$ cat src/common/umh_pkg.sv
// Constants for the serial port modem handshake and pin block
//------------------------------------------------------------------------------
// Notes on behaviour
// - Carrier-detect state readable as modem status bit 7.
// - Carrier-detect pin low-to-high since last status read sets status bit 3.
// - Port interrupt enable bit 3 raises interrupt on any carrier-detect change.
// - Set-ready state readable as modem status bit 5.
// - Set-ready pin low-to-high since last status read sets status bit 1.
// - Port interrupt enable bit 3 raises interrupt on any set-ready change.
// - Request-to-send pin (active low) follows modem control bit 1.
// - Reset returns request-to-send to inactive high.
// - Loopback mode forces request-to-send inactive whatever control holds.
// - Request-to-send pin floats after power-up until software enables it.
// - Request-to-send pin level at reset is caught as base address strap.
// - Clear-to-send shown in status bit 4; its rise sets bit 0.
// - Ring-indicate shown in status bit 6; its rise sets bit 2.
//------------------------------------------------------------------------------
package umh_pkg;

   // Bus shape
   localparam int ADDR_W = 8;
   localparam int DATA_W = 32;

   // Register byte offsets
   localparam logic [7:0] OFS_PORT_IE    = 8'h00;
   localparam logic [7:0] OFS_MODEM_CTL  = 8'h04;
   localparam logic [7:0] OFS_MODEM_STAT = 8'h08;
   localparam logic [7:0] OFS_EVT_STAT   = 8'h0C;
   localparam logic [7:0] OFS_EVT_EN     = 8'h10;
   localparam logic [7:0] OFS_EVT_CLR    = 8'h14;
   localparam logic [7:0] OFS_PIN_CFG    = 8'h18;
   localparam logic [7:0] OFS_STRAP      = 8'h1C;

   // Port interrupt enable fields
   localparam int PIE_MODEM_BIT = 3;

   // Modem control fields
   localparam int MC_W        = 5;
   localparam int MC_TERM_BIT = 0;
   localparam int MC_SEND_BIT = 1;
   localparam int MC_AUX1_BIT = 2;
   localparam int MC_AUX2_BIT = 3;
   localparam int MC_LOOP_BIT = 4;

   // Modem status fields
   localparam int MS_CARRIER_BIT   = 7;
   localparam int MS_RING_BIT      = 6;
   localparam int MS_READY_BIT     = 5;
   localparam int MS_CLEAR_BIT     = 4;
   localparam int MS_D_CARRIER_BIT = 3;
   localparam int MS_D_RING_BIT    = 2;
   localparam int MS_D_READY_BIT   = 1;
   localparam int MS_D_CLEAR_BIT   = 0;

   // Synchronised line bundle positions
   localparam int LINE_W     = 6;
   localparam int LN_CLEAR   = 0;
   localparam int LN_READY   = 1;
   localparam int LN_RING    = 2;
   localparam int LN_CARRIER = 3;
   localparam int LN_RX      = 4;
   localparam int LN_SEND    = 5;

   // Block event bits
   localparam int EVT_W         = 2;
   localparam int EVT_MODEM_BIT = 0;
   localparam int EVT_START_BIT = 1;

   // Pin configuration and strap fields
   localparam int PIN_SEND_EN_BIT = 0;
   localparam int STRAP_VAL_BIT   = 0;
   localparam int STRAP_DONE_BIT  = 1;

   // Values after reset
   localparam logic [7:0]       PIE_RST   = 8'h00;
   localparam logic [MC_W-1:0]  MC_RST    = 5'h00;
   localparam logic [EVT_W-1:0] EVT_EN_RST = 2'h3;
   localparam logic [LINE_W-1:0] LINE_RST = 6'h3F;

   // Cycle counts: strap caught once the synchroniser has settled
   localparam int         STRAP_CNT_W  = 2;
   localparam logic [1:0] STRAP_SETTLE = 2'h3;

endpackage : umh_pkg

$ cat src/common/umh_link_if.sv
// Interface joining the top module with its synchroniser and event block
`timescale 1ns/1ps
interface umh_link_if;
   logic [umh_pkg::LINE_W-1:0] line;
   logic [umh_pkg::EVT_W-1:0]  evt_set;
   logic [umh_pkg::EVT_W-1:0]  evt_clr;
   logic [umh_pkg::EVT_W-1:0]  evt_en;
   logic [umh_pkg::EVT_W-1:0]  evt_stat;
   logic                       irq_line;

   modport sync_src (output line);
   modport evt_side (input evt_set, input evt_clr, input evt_en,
                     output evt_stat, output irq_line);
   modport core (input line, input evt_stat, input irq_line,
                 output evt_set, output evt_clr, output evt_en);
endinterface : umh_link_if

$ cat src/design/umh_sync.sv
// Two-stage synchroniser for the modem and serial input pins
`timescale 1ns/1ps
module umh_sync (
   // Clock and reset
   input  wire logic                       core_clk,
   input  wire logic                       reset,
   // Raw pins
   input  wire logic [umh_pkg::LINE_W-1:0] raw_lines,
   // Synchronised lines
   umh_link_if.sync_src                    lk
);
   import umh_pkg::*;

   logic [LINE_W-1:0] meta;

   // Idle pins sit high, so both stages reset high to avoid a false edge
   always_ff @(posedge core_clk or posedge reset) begin
      if (reset) begin
         meta    <= LINE_RST;
         lk.line <= LINE_RST;
      end else begin
         meta    <= raw_lines;
         lk.line <= meta;
      end
   end

endmodule : umh_sync

$ cat src/design/umh_evt.sv
// Sticky event status, enable gating and the level interrupt
`timescale 1ns/1ps
module umh_evt (
   // Clock and reset
   input  wire logic core_clk,
   input  wire logic reset,
   // Events from the core
   umh_link_if.evt_side lk
);
   import umh_pkg::*;

   logic [EVT_W-1:0] next_stat;

   // A set arriving with its clear wins
   always_comb begin
      next_stat = (lk.evt_stat & ~lk.evt_clr) | lk.evt_set;
   end

   always_ff @(posedge core_clk or posedge reset) begin
      if (reset) begin
         lk.evt_stat <= '0;
         lk.irq_line <= 1'b0;
      end else begin
         lk.evt_stat <= next_stat;
         lk.irq_line <= |(next_stat & lk.evt_en);
      end
   end
endmodule : umh_evt

$ cat src/design/umh_top.sv
// Modem handshake, pin and register logic of the first serial port
`timescale 1ns/1ps
module umh_top (
   // Clock and reset
   input  wire logic                       core_clk,
   input  wire logic                       reset,
   // APB slave
   input  wire logic [umh_pkg::ADDR_W-1:0] paddr,
   input  wire logic                       psel,
   input  wire logic                       penable,
   input  wire logic                       pwrite,
   input  wire logic [umh_pkg::DATA_W-1:0] pwdata,
   input  wire logic [3:0]                 pstrb,
   output logic      [umh_pkg::DATA_W-1:0] prdata,
   output logic                            pready,
   output logic                            pslverr,
   // Modem handshake pins
   input  wire logic                       carrier_detect_n,
   input  wire logic                       set_ready_n,
   input  wire logic                       clear_send_n,
   input  wire logic                       ring_indicate_n,
   input  wire logic                       request_send_n_in,
   output logic                            request_send_n_out,
   output logic                            request_send_oe_n,
   // Serial data pins
   input  wire logic                       serial_rx_in,
   output logic                            serial_tx_out,
   // Data path side
   input  wire logic                       tx_bit,
   output logic                            rx_bit,
   // Strap and interrupt
   output logic                            base_address_strap,
   output logic                            serial_irq
);
   import umh_pkg::*;

   //---------------------------------------------------------------------------
   // Helpers
   //---------------------------------------------------------------------------
   function automatic logic hit(input logic [ADDR_W-1:0] a,
                                input logic [ADDR_W-1:0] ofs);
      return a == ofs;
   endfunction : hit

   function automatic logic [3:0] rises(input logic [3:0] was,
                                        input logic [3:0] now);
      return ~was & now;
   endfunction : rises

   //---------------------------------------------------------------------------
   // Submodules
   //---------------------------------------------------------------------------
   umh_link_if lk ();

   umh_sync u_sync (
      .core_clk  (core_clk),
      .reset     (reset),
      .raw_lines ({request_send_n_in, serial_rx_in, carrier_detect_n,
                   ring_indicate_n, set_ready_n, clear_send_n}),
      .lk        (lk.sync_src)
   );

   umh_evt u_evt (
      .core_clk (core_clk),
      .reset    (reset),
      .lk       (lk.evt_side)
   );

   //---------------------------------------------------------------------------
   // State
   //---------------------------------------------------------------------------
   logic [7:0]             port_ie;
   logic [MC_W-1:0]        modem_control_reg;
   logic [3:0]             delta;
   logic [3:0]             taken;
   logic [3:0]             prev_n;
   logic                   prev_rx;
   logic [EVT_W-1:0]       evt_en;
   logic                   send_en;
   logic [STRAP_CNT_W-1:0] strap_cnt;
   logic                   strap_done;

   logic                   loop;
   logic [3:0]             eff_n;
   logic [3:0]             rise;
   logic [7:0]             modem_status_reg;
   logic                   line_rx;
   logic                   mapped;
   logic [DATA_W-1:0]      next_rdata;
   logic                   setup;
   logic                   access;
   logic                   wr_en;
   logic                   rd_done;

   //---------------------------------------------------------------------------
   // Line levels
   //---------------------------------------------------------------------------
   assign loop = modem_control_reg[MC_LOOP_BIT];

   // In loopback the status inputs come from the control outputs instead
   always_comb begin
      if (loop) begin
         eff_n = ~{modem_control_reg[MC_AUX2_BIT],
                   modem_control_reg[MC_AUX1_BIT],
                   modem_control_reg[MC_TERM_BIT],
                   modem_control_reg[MC_SEND_BIT]};
         line_rx = tx_bit;
      end else begin
         eff_n   = lk.line[LN_CARRIER:LN_CLEAR];
         line_rx = lk.line[LN_RX];
      end
   end

   assign rise = rises(prev_n, eff_n);
   // Status bits show the asserted state, so they are the pin inverted
   assign modem_status_reg = {~eff_n, delta};

   always_ff @(posedge core_clk or posedge reset) begin
      if (reset) begin
         prev_n  <= LINE_RST[3:0];
         prev_rx <= 1'b1;
      end else begin
         prev_n  <= eff_n;
         prev_rx <= line_rx;
      end
   end

   //---------------------------------------------------------------------------
   // APB slave
   //---------------------------------------------------------------------------
   assign setup   = psel & ~penable;
   assign access  = psel & penable & pready;
   assign wr_en   = access & pwrite & pstrb[0];
   assign rd_done = access & ~pwrite;

   always_comb begin
      mapped     = 1'b1;
      next_rdata = '0;
      case (paddr)
         OFS_PORT_IE:    next_rdata[7:0] = port_ie;
         OFS_MODEM_CTL:  next_rdata[MC_W-1:0] = modem_control_reg;
         OFS_MODEM_STAT: next_rdata[7:0] = modem_status_reg;
         OFS_EVT_STAT:   next_rdata[EVT_W-1:0] = lk.evt_stat;
         OFS_EVT_EN:     next_rdata[EVT_W-1:0] = evt_en;
         OFS_EVT_CLR:    next_rdata = '0;
         OFS_PIN_CFG:    next_rdata[PIN_SEND_EN_BIT] = send_en;
         OFS_STRAP: begin
            next_rdata[STRAP_VAL_BIT]  = base_address_strap;
            next_rdata[STRAP_DONE_BIT] = strap_done;
         end
         default:        mapped = 1'b0;
      endcase
   end

   // No wait state: data is sampled in setup so pready leaves a flop
   always_ff @(posedge core_clk or posedge reset) begin
      if (reset) begin
         pready  <= 1'b0;
         pslverr <= 1'b0;
         prdata  <= 32'h0000_0000;
      end else begin
         pready  <= setup;
         pslverr <= setup & ~mapped;
         if (setup) begin
            prdata <= pwrite ? 32'h0000_0000 : next_rdata;
         end
      end
   end

   //---------------------------------------------------------------------------
   // Writable registers
   //---------------------------------------------------------------------------
   always_ff @(posedge core_clk or posedge reset) begin
      if (reset) begin
         port_ie           <= PIE_RST;
         modem_control_reg <= MC_RST;
         evt_en            <= EVT_EN_RST;
         send_en           <= 1'b0;
      end else if (wr_en) begin
         if (hit(paddr, OFS_PORT_IE)) begin
            port_ie <= pwdata[7:0];
         end
         if (hit(paddr, OFS_MODEM_CTL)) begin
            modem_control_reg <= pwdata[MC_W-1:0];
         end
         if (hit(paddr, OFS_EVT_EN)) begin
            evt_en <= pwdata[EVT_W-1:0];
         end
         if (hit(paddr, OFS_PIN_CFG)) begin
            send_en <= pwdata[PIN_SEND_EN_BIT];
         end
      end
   end

   //---------------------------------------------------------------------------
   // Change bits
   //---------------------------------------------------------------------------
   // Only bits that went out in the read data are cleared, so a rise
   // landing between setup and access is kept for the next read
   always_ff @(posedge core_clk or posedge reset) begin
      if (reset) begin
         taken <= 4'h0;
      end else if (setup & ~pwrite & hit(paddr, OFS_MODEM_STAT)) begin
         taken <= delta;
      end
   end

   always_ff @(posedge core_clk or posedge reset) begin
      if (reset) begin
         delta <= 4'h0;
      end else if (rd_done & hit(paddr, OFS_MODEM_STAT)) begin
         delta <= (delta & ~taken) | rise;
      end else begin
         delta <= delta | rise;
      end
   end

   //---------------------------------------------------------------------------
   // Events and interrupt
   //---------------------------------------------------------------------------
   assign lk.evt_en = evt_en;
   assign lk.evt_clr = (wr_en & hit(paddr, OFS_EVT_CLR)) ?
                       pwdata[EVT_W-1:0] : '0;
   // Any edge of a handshake line counts, not only rises
   // One process drives the whole event word, one driver per signal
   always_comb begin
      lk.evt_set                = '0;
      lk.evt_set[EVT_MODEM_BIT] =
         port_ie[PIE_MODEM_BIT] & |(prev_n ^ eff_n);
      lk.evt_set[EVT_START_BIT] = prev_rx & ~line_rx;
   end
   assign serial_irq = lk.irq_line;

   //---------------------------------------------------------------------------
   // Output pins
   //---------------------------------------------------------------------------
   always_ff @(posedge core_clk or posedge reset) begin
      if (reset) begin
         request_send_n_out <= 1'b1;
         serial_tx_out      <= 1'b1;
         rx_bit             <= 1'b1;
      end else begin
         request_send_n_out <= loop | ~modem_control_reg[MC_SEND_BIT];
         serial_tx_out      <= loop | tx_bit;
         rx_bit             <= line_rx;
      end
   end

   //---------------------------------------------------------------------------
   // Strap capture and pin release
   //---------------------------------------------------------------------------
   // The pin floats until the strap is caught and software enables it,
   // so the board strap is never fought by our own driver
   always_ff @(posedge core_clk or posedge reset) begin
      if (reset) begin
         strap_cnt          <= '0;
         strap_done         <= 1'b0;
         base_address_strap <= 1'b0;
      end else if (!strap_done) begin
         strap_cnt <= strap_cnt + 1'b1;
         if (strap_cnt == STRAP_SETTLE) begin
            strap_done         <= 1'b1;
            base_address_strap <= lk.line[LN_SEND];
         end
      end
   end

   always_ff @(posedge core_clk or posedge reset) begin
      if (reset) begin
         request_send_oe_n <= 1'b1;
      end else begin
         request_send_oe_n <= ~(strap_done & send_en);
      end
   end
endmodule : umh_top

$ cat config.mk
export PLATFORM = sky130hd
export DESIGN_NAME = umh_top
export DESIGN_NICKNAME = d
export VERILOG_FILES = /design/src/common/umh_pkg.sv /design/src/common/umh_link_if.sv /design/src/design/umh_sync.sv /design/src/design/umh_evt.sv /design/src/design/umh_top.sv
export SDC_FILE = /design/constraint.sdc
export NUM_CORES = 1
export LEC_CHECK = 0
export BUFFER_PORTS_ARGS = -buffer_cell sky130_fd_sc_hd__buf_4
export CAP_MARGIN = 10
export CORE_MARGIN = 4
export CORE_UTILIZATION = 37
export DETAILED_ROUTE_END_ITERATION = 10
export PLACE_DENSITY_LB_ADDON = 0.25
export SLEW_MARGIN = 20
export SYNTH_ARGS = -nofsm -noshare
export SYNTH_HDL_FRONTEND = slang
export SYNTH_HIERARCHICAL = 1
export SYNTH_SLANG_ARGS = --single-unit
$ cat constraint.sdc
create_clock -name core_clk -period 2.45 [get_ports core_clk]
set_clock_uncertainty 0.2 [all_clocks]
set_input_delay 0.49 -clock core_clk [delete_from_list [all_inputs] [get_ports core_clk]]
set_output_delay 0.49 -clock core_clk [all_outputs]
set_load 0.01 [all_outputs]
==> results.md <==
* Ys async rst share at 100%
* Mapped Area at 2780 um2
* Layout cell share with drive strength beyond 1 at 41.0%
* Die ar. at 8960 um2
* Cells after DPL at 365
* Top_reg_cell synth: dfrtp_1
* Synth Area per Inst at 12.4 um2
* Data required time of the worst path at 2.53 ns
* Final hold viol count at 0
* IO Port Bufs at 44
* PD cells at 597 nW/um2
* Top flop regs: port_ie: 8 flops, prdata: 8 flops
* Design Area, Final at 3350 um2
* Yosys reg bits at 61
* Worst slew pin tran at 0.500 ns
* Residual DRC count at 0
* Router iterations before antenna repair at 4
* Area Growth Syn to Fin at 20.7%
* Num ports at 96
* Nets@finish at 339
* Core area at 7290 um2
* Yosys warnings at 6
* Status: finished clean
* CP startpoint kind: register
* Clock-pin slew on the worst setup and hold paths at 0.06 ns
* Filler cell count at 682
* Initial Util at 38.1%
* Leakage at 0.00161 uW
* Resize count post-CTS at 0
* Vias in the first global route at 1763
* Starting DRT DRC Count at 93
* Number of flops mapped to enable cells by yosys at 0
* Mapped Cells at 224
* Max Fclk at 500 MHz
* First-pass GRT wire length at 8.86 mm
* CTS root buffer: clkbuf_8
* Total wire length at 5.50 mm
* WS Path Type: reg2reg
* Antenna-violating nets left at 0
* Pin count of the biggest net entering global routing at 38
* Final core utilization at 46.0%
* Die Ht at 94.6 um
* Worst hold path type: in2reg
* Row cnt at 31
* Via count at 1766
* Crit path max fanout at 9
* Placed cell area at 3170 um2
* TNS Setup at 0 ns
* Wire per inst at 14.4 um
* Peak supply drop at 0.312 mV
* Final Wtd Congestion at 0.832
* Vias/cell at 4.62
* Count of cell types in the netlist at 43
* Grt ovf at 0
* Final Critical Period at 2.00 ns
* Worst setup EP type: register
* CTS tree: yes
* Number of max-cap violations at 0
* Post-synthesis sequential area ratio at 55.9%
* H-tree Lvls at 3
* DP HPWL at 4.10 mm
* Horiz. Die Dim at 94.6 um
* Cts bufs inserted at 9
* Ant diodes at 0
* Finished Layout Cells at 382
* RSZ-0062 raised after global routing: false
* GRT Total Usage at 13.4%
* Clock Latency Late Sink at 0.34 ns
* # setup viols final at 0
* Final clock period utilization by the worst path at 81.6%
* Reg area at 1550 um2
* Clock Path Buffers at 2
* Max Transition Viols Final at 0
* Initial antenna violation count at 0
* CTS Sinks at 61
* Crit path DAT at 2.08 ns
* Slew headroom at 66.6%
* Multi-input gate area at 1030 um2
==> layer usage <==
metal	global-route usage [%]	wire [um]
met5	0	0
met4	5.89	101
met3	5.10	382
met2	18.8	2480
met1	18.3	2540
==> worst paths after layout <==
check | from | to | slack [ns] | depth (start not counted)
max in group asynchronous | reset | prev_n[2] | 1.04 | 4
min in group asynchronous | reset | u_evt/lk.evt_stat[1] | 0.38 | 3
hold / removal | serial_rx_in | u_sync/meta[4] | 0.06 | 1
hold reg to reg | u_sync/meta[1] | u_sync/lk.line[1] | 0.16 | 0
setup reg to reg | modem_control_reg[4] | u_evt/lk.irq_line | 0.45 | 5
setup / recovery | modem_control_reg[4] | u_evt/lk.irq_line | 0.45 | 5
==> cells in the mapped netlist (all sizes together) (2+ instances only) <==
library cell	count	area, um2
a21o	6	45.0
buf	27	204
nand2	12	45.0
dfrtp	39	976
ha	5	62.6
nand3	5	37.5
nor2	4	15.0
clkbuf	3	11.3
and4	2	17.5
inv	17	63.8
o21ai	8	40.0
mux2	23	259
a32o	3	30.0
and3	8	55.1
a22oi	2	15.0
nor4	2	27.5
a21oi	2	10.0
nor2b	2	12.5
or2	2	12.5
nand2b	2	12.5
and2	2	15.0
mux2i	10	100
a22o	3	26.3
dfstp	22	578
==> through the flow <==
| step | setup slack [ns] | hold WS (ns) | power (uW) |
|---|---|---|---|
| 2_1_floorplan | 0.501 | 0.0436 | 1170 |
| 3_3_place_gp | 0.265 | 0.146 | 1220 |
| 3_5_place_dp | 0.275 | 0.147 | 1220 |
| 4_1_cts | 0.408 | 0.0406 | 2040 |
| 5_1_grt | 0.327 | 0.0266 | 2100 |
| 6_report | 0.451 | 0.0552 | 2000 |
==> critical path: stages, from the launching register on <==
cell	delay [ns]
dfrtp_1	0.56
mux2i_1	0.39
ha_1	0.30
a41oi_1	0.24
a21o_1	0.13
a22o_1	0.12
==> cell families (layout without fill, tap and decap cells) <==
| logic type | Yosys count | after routing | synth area share [%] |
|---|---|---|---|
| flops | 61 | 61 | 55.9 |
| xor+xnor | 1 | 1 | 0.315 |
| fa+ha+maj | 5 | 5 | 2.25 |
| compound gates | 30 | 30 | 7.75 |
| mux | 33 | 33 | 12.9 |
| simple gates | 46 | 46 | 10.6 |
| buf+inv | 47 | 83 | 10.0 |
| other cells | 1 | 24 | 0.135 |
==> cell type report <==
| type | instances | area share [%] |
|---|---|---|
| flip-flops and latches | 61 | 46.3 |
| multi-input cells | 139 | 30.7 |
| clock buffers | 12 | 4.63 |
| repair buffers | 50 | 12.0 |
| clock inverters | 4 | 0.672 |
| inverters | 17 | 1.90 |
| well taps | 99 | 3.69 |
==> where the power goes <==
part	total, uW	internal, uW	switching (uW)
sequential	1050	1040	7.07
combinational	152	62.5	89.9
clock	804	417	387
total	2000	1520	484
==> repair_timing <==
| action | in CTS | in global routing |
|---|---|---|
| setup buffers | 0 | 0 |
| hold endpoints to repair | 11 | 0 |
| hold buffers | 1 | 0 |
==> cells in the final DEF (no fill, tap or decap), drive strengths merged, types with 5 or more instances in the layout <==
cell type / netlist / layout
a21o: 6 / 6
and3: 8 / 8
buf: 27 / 49
clkbuf: 3 / 12
conb: 1 / 24
dfrtp: 39 / 39
dfstp: 22 / 22
ha: 5 / 5
inv: 17 / 16
mux2: 23 / 23
mux2i: 10 / 10
nand2: 12 / 12
nand3: 5 / 5
o21ai: 8 / 8
(Power assumes the default switching activity.)
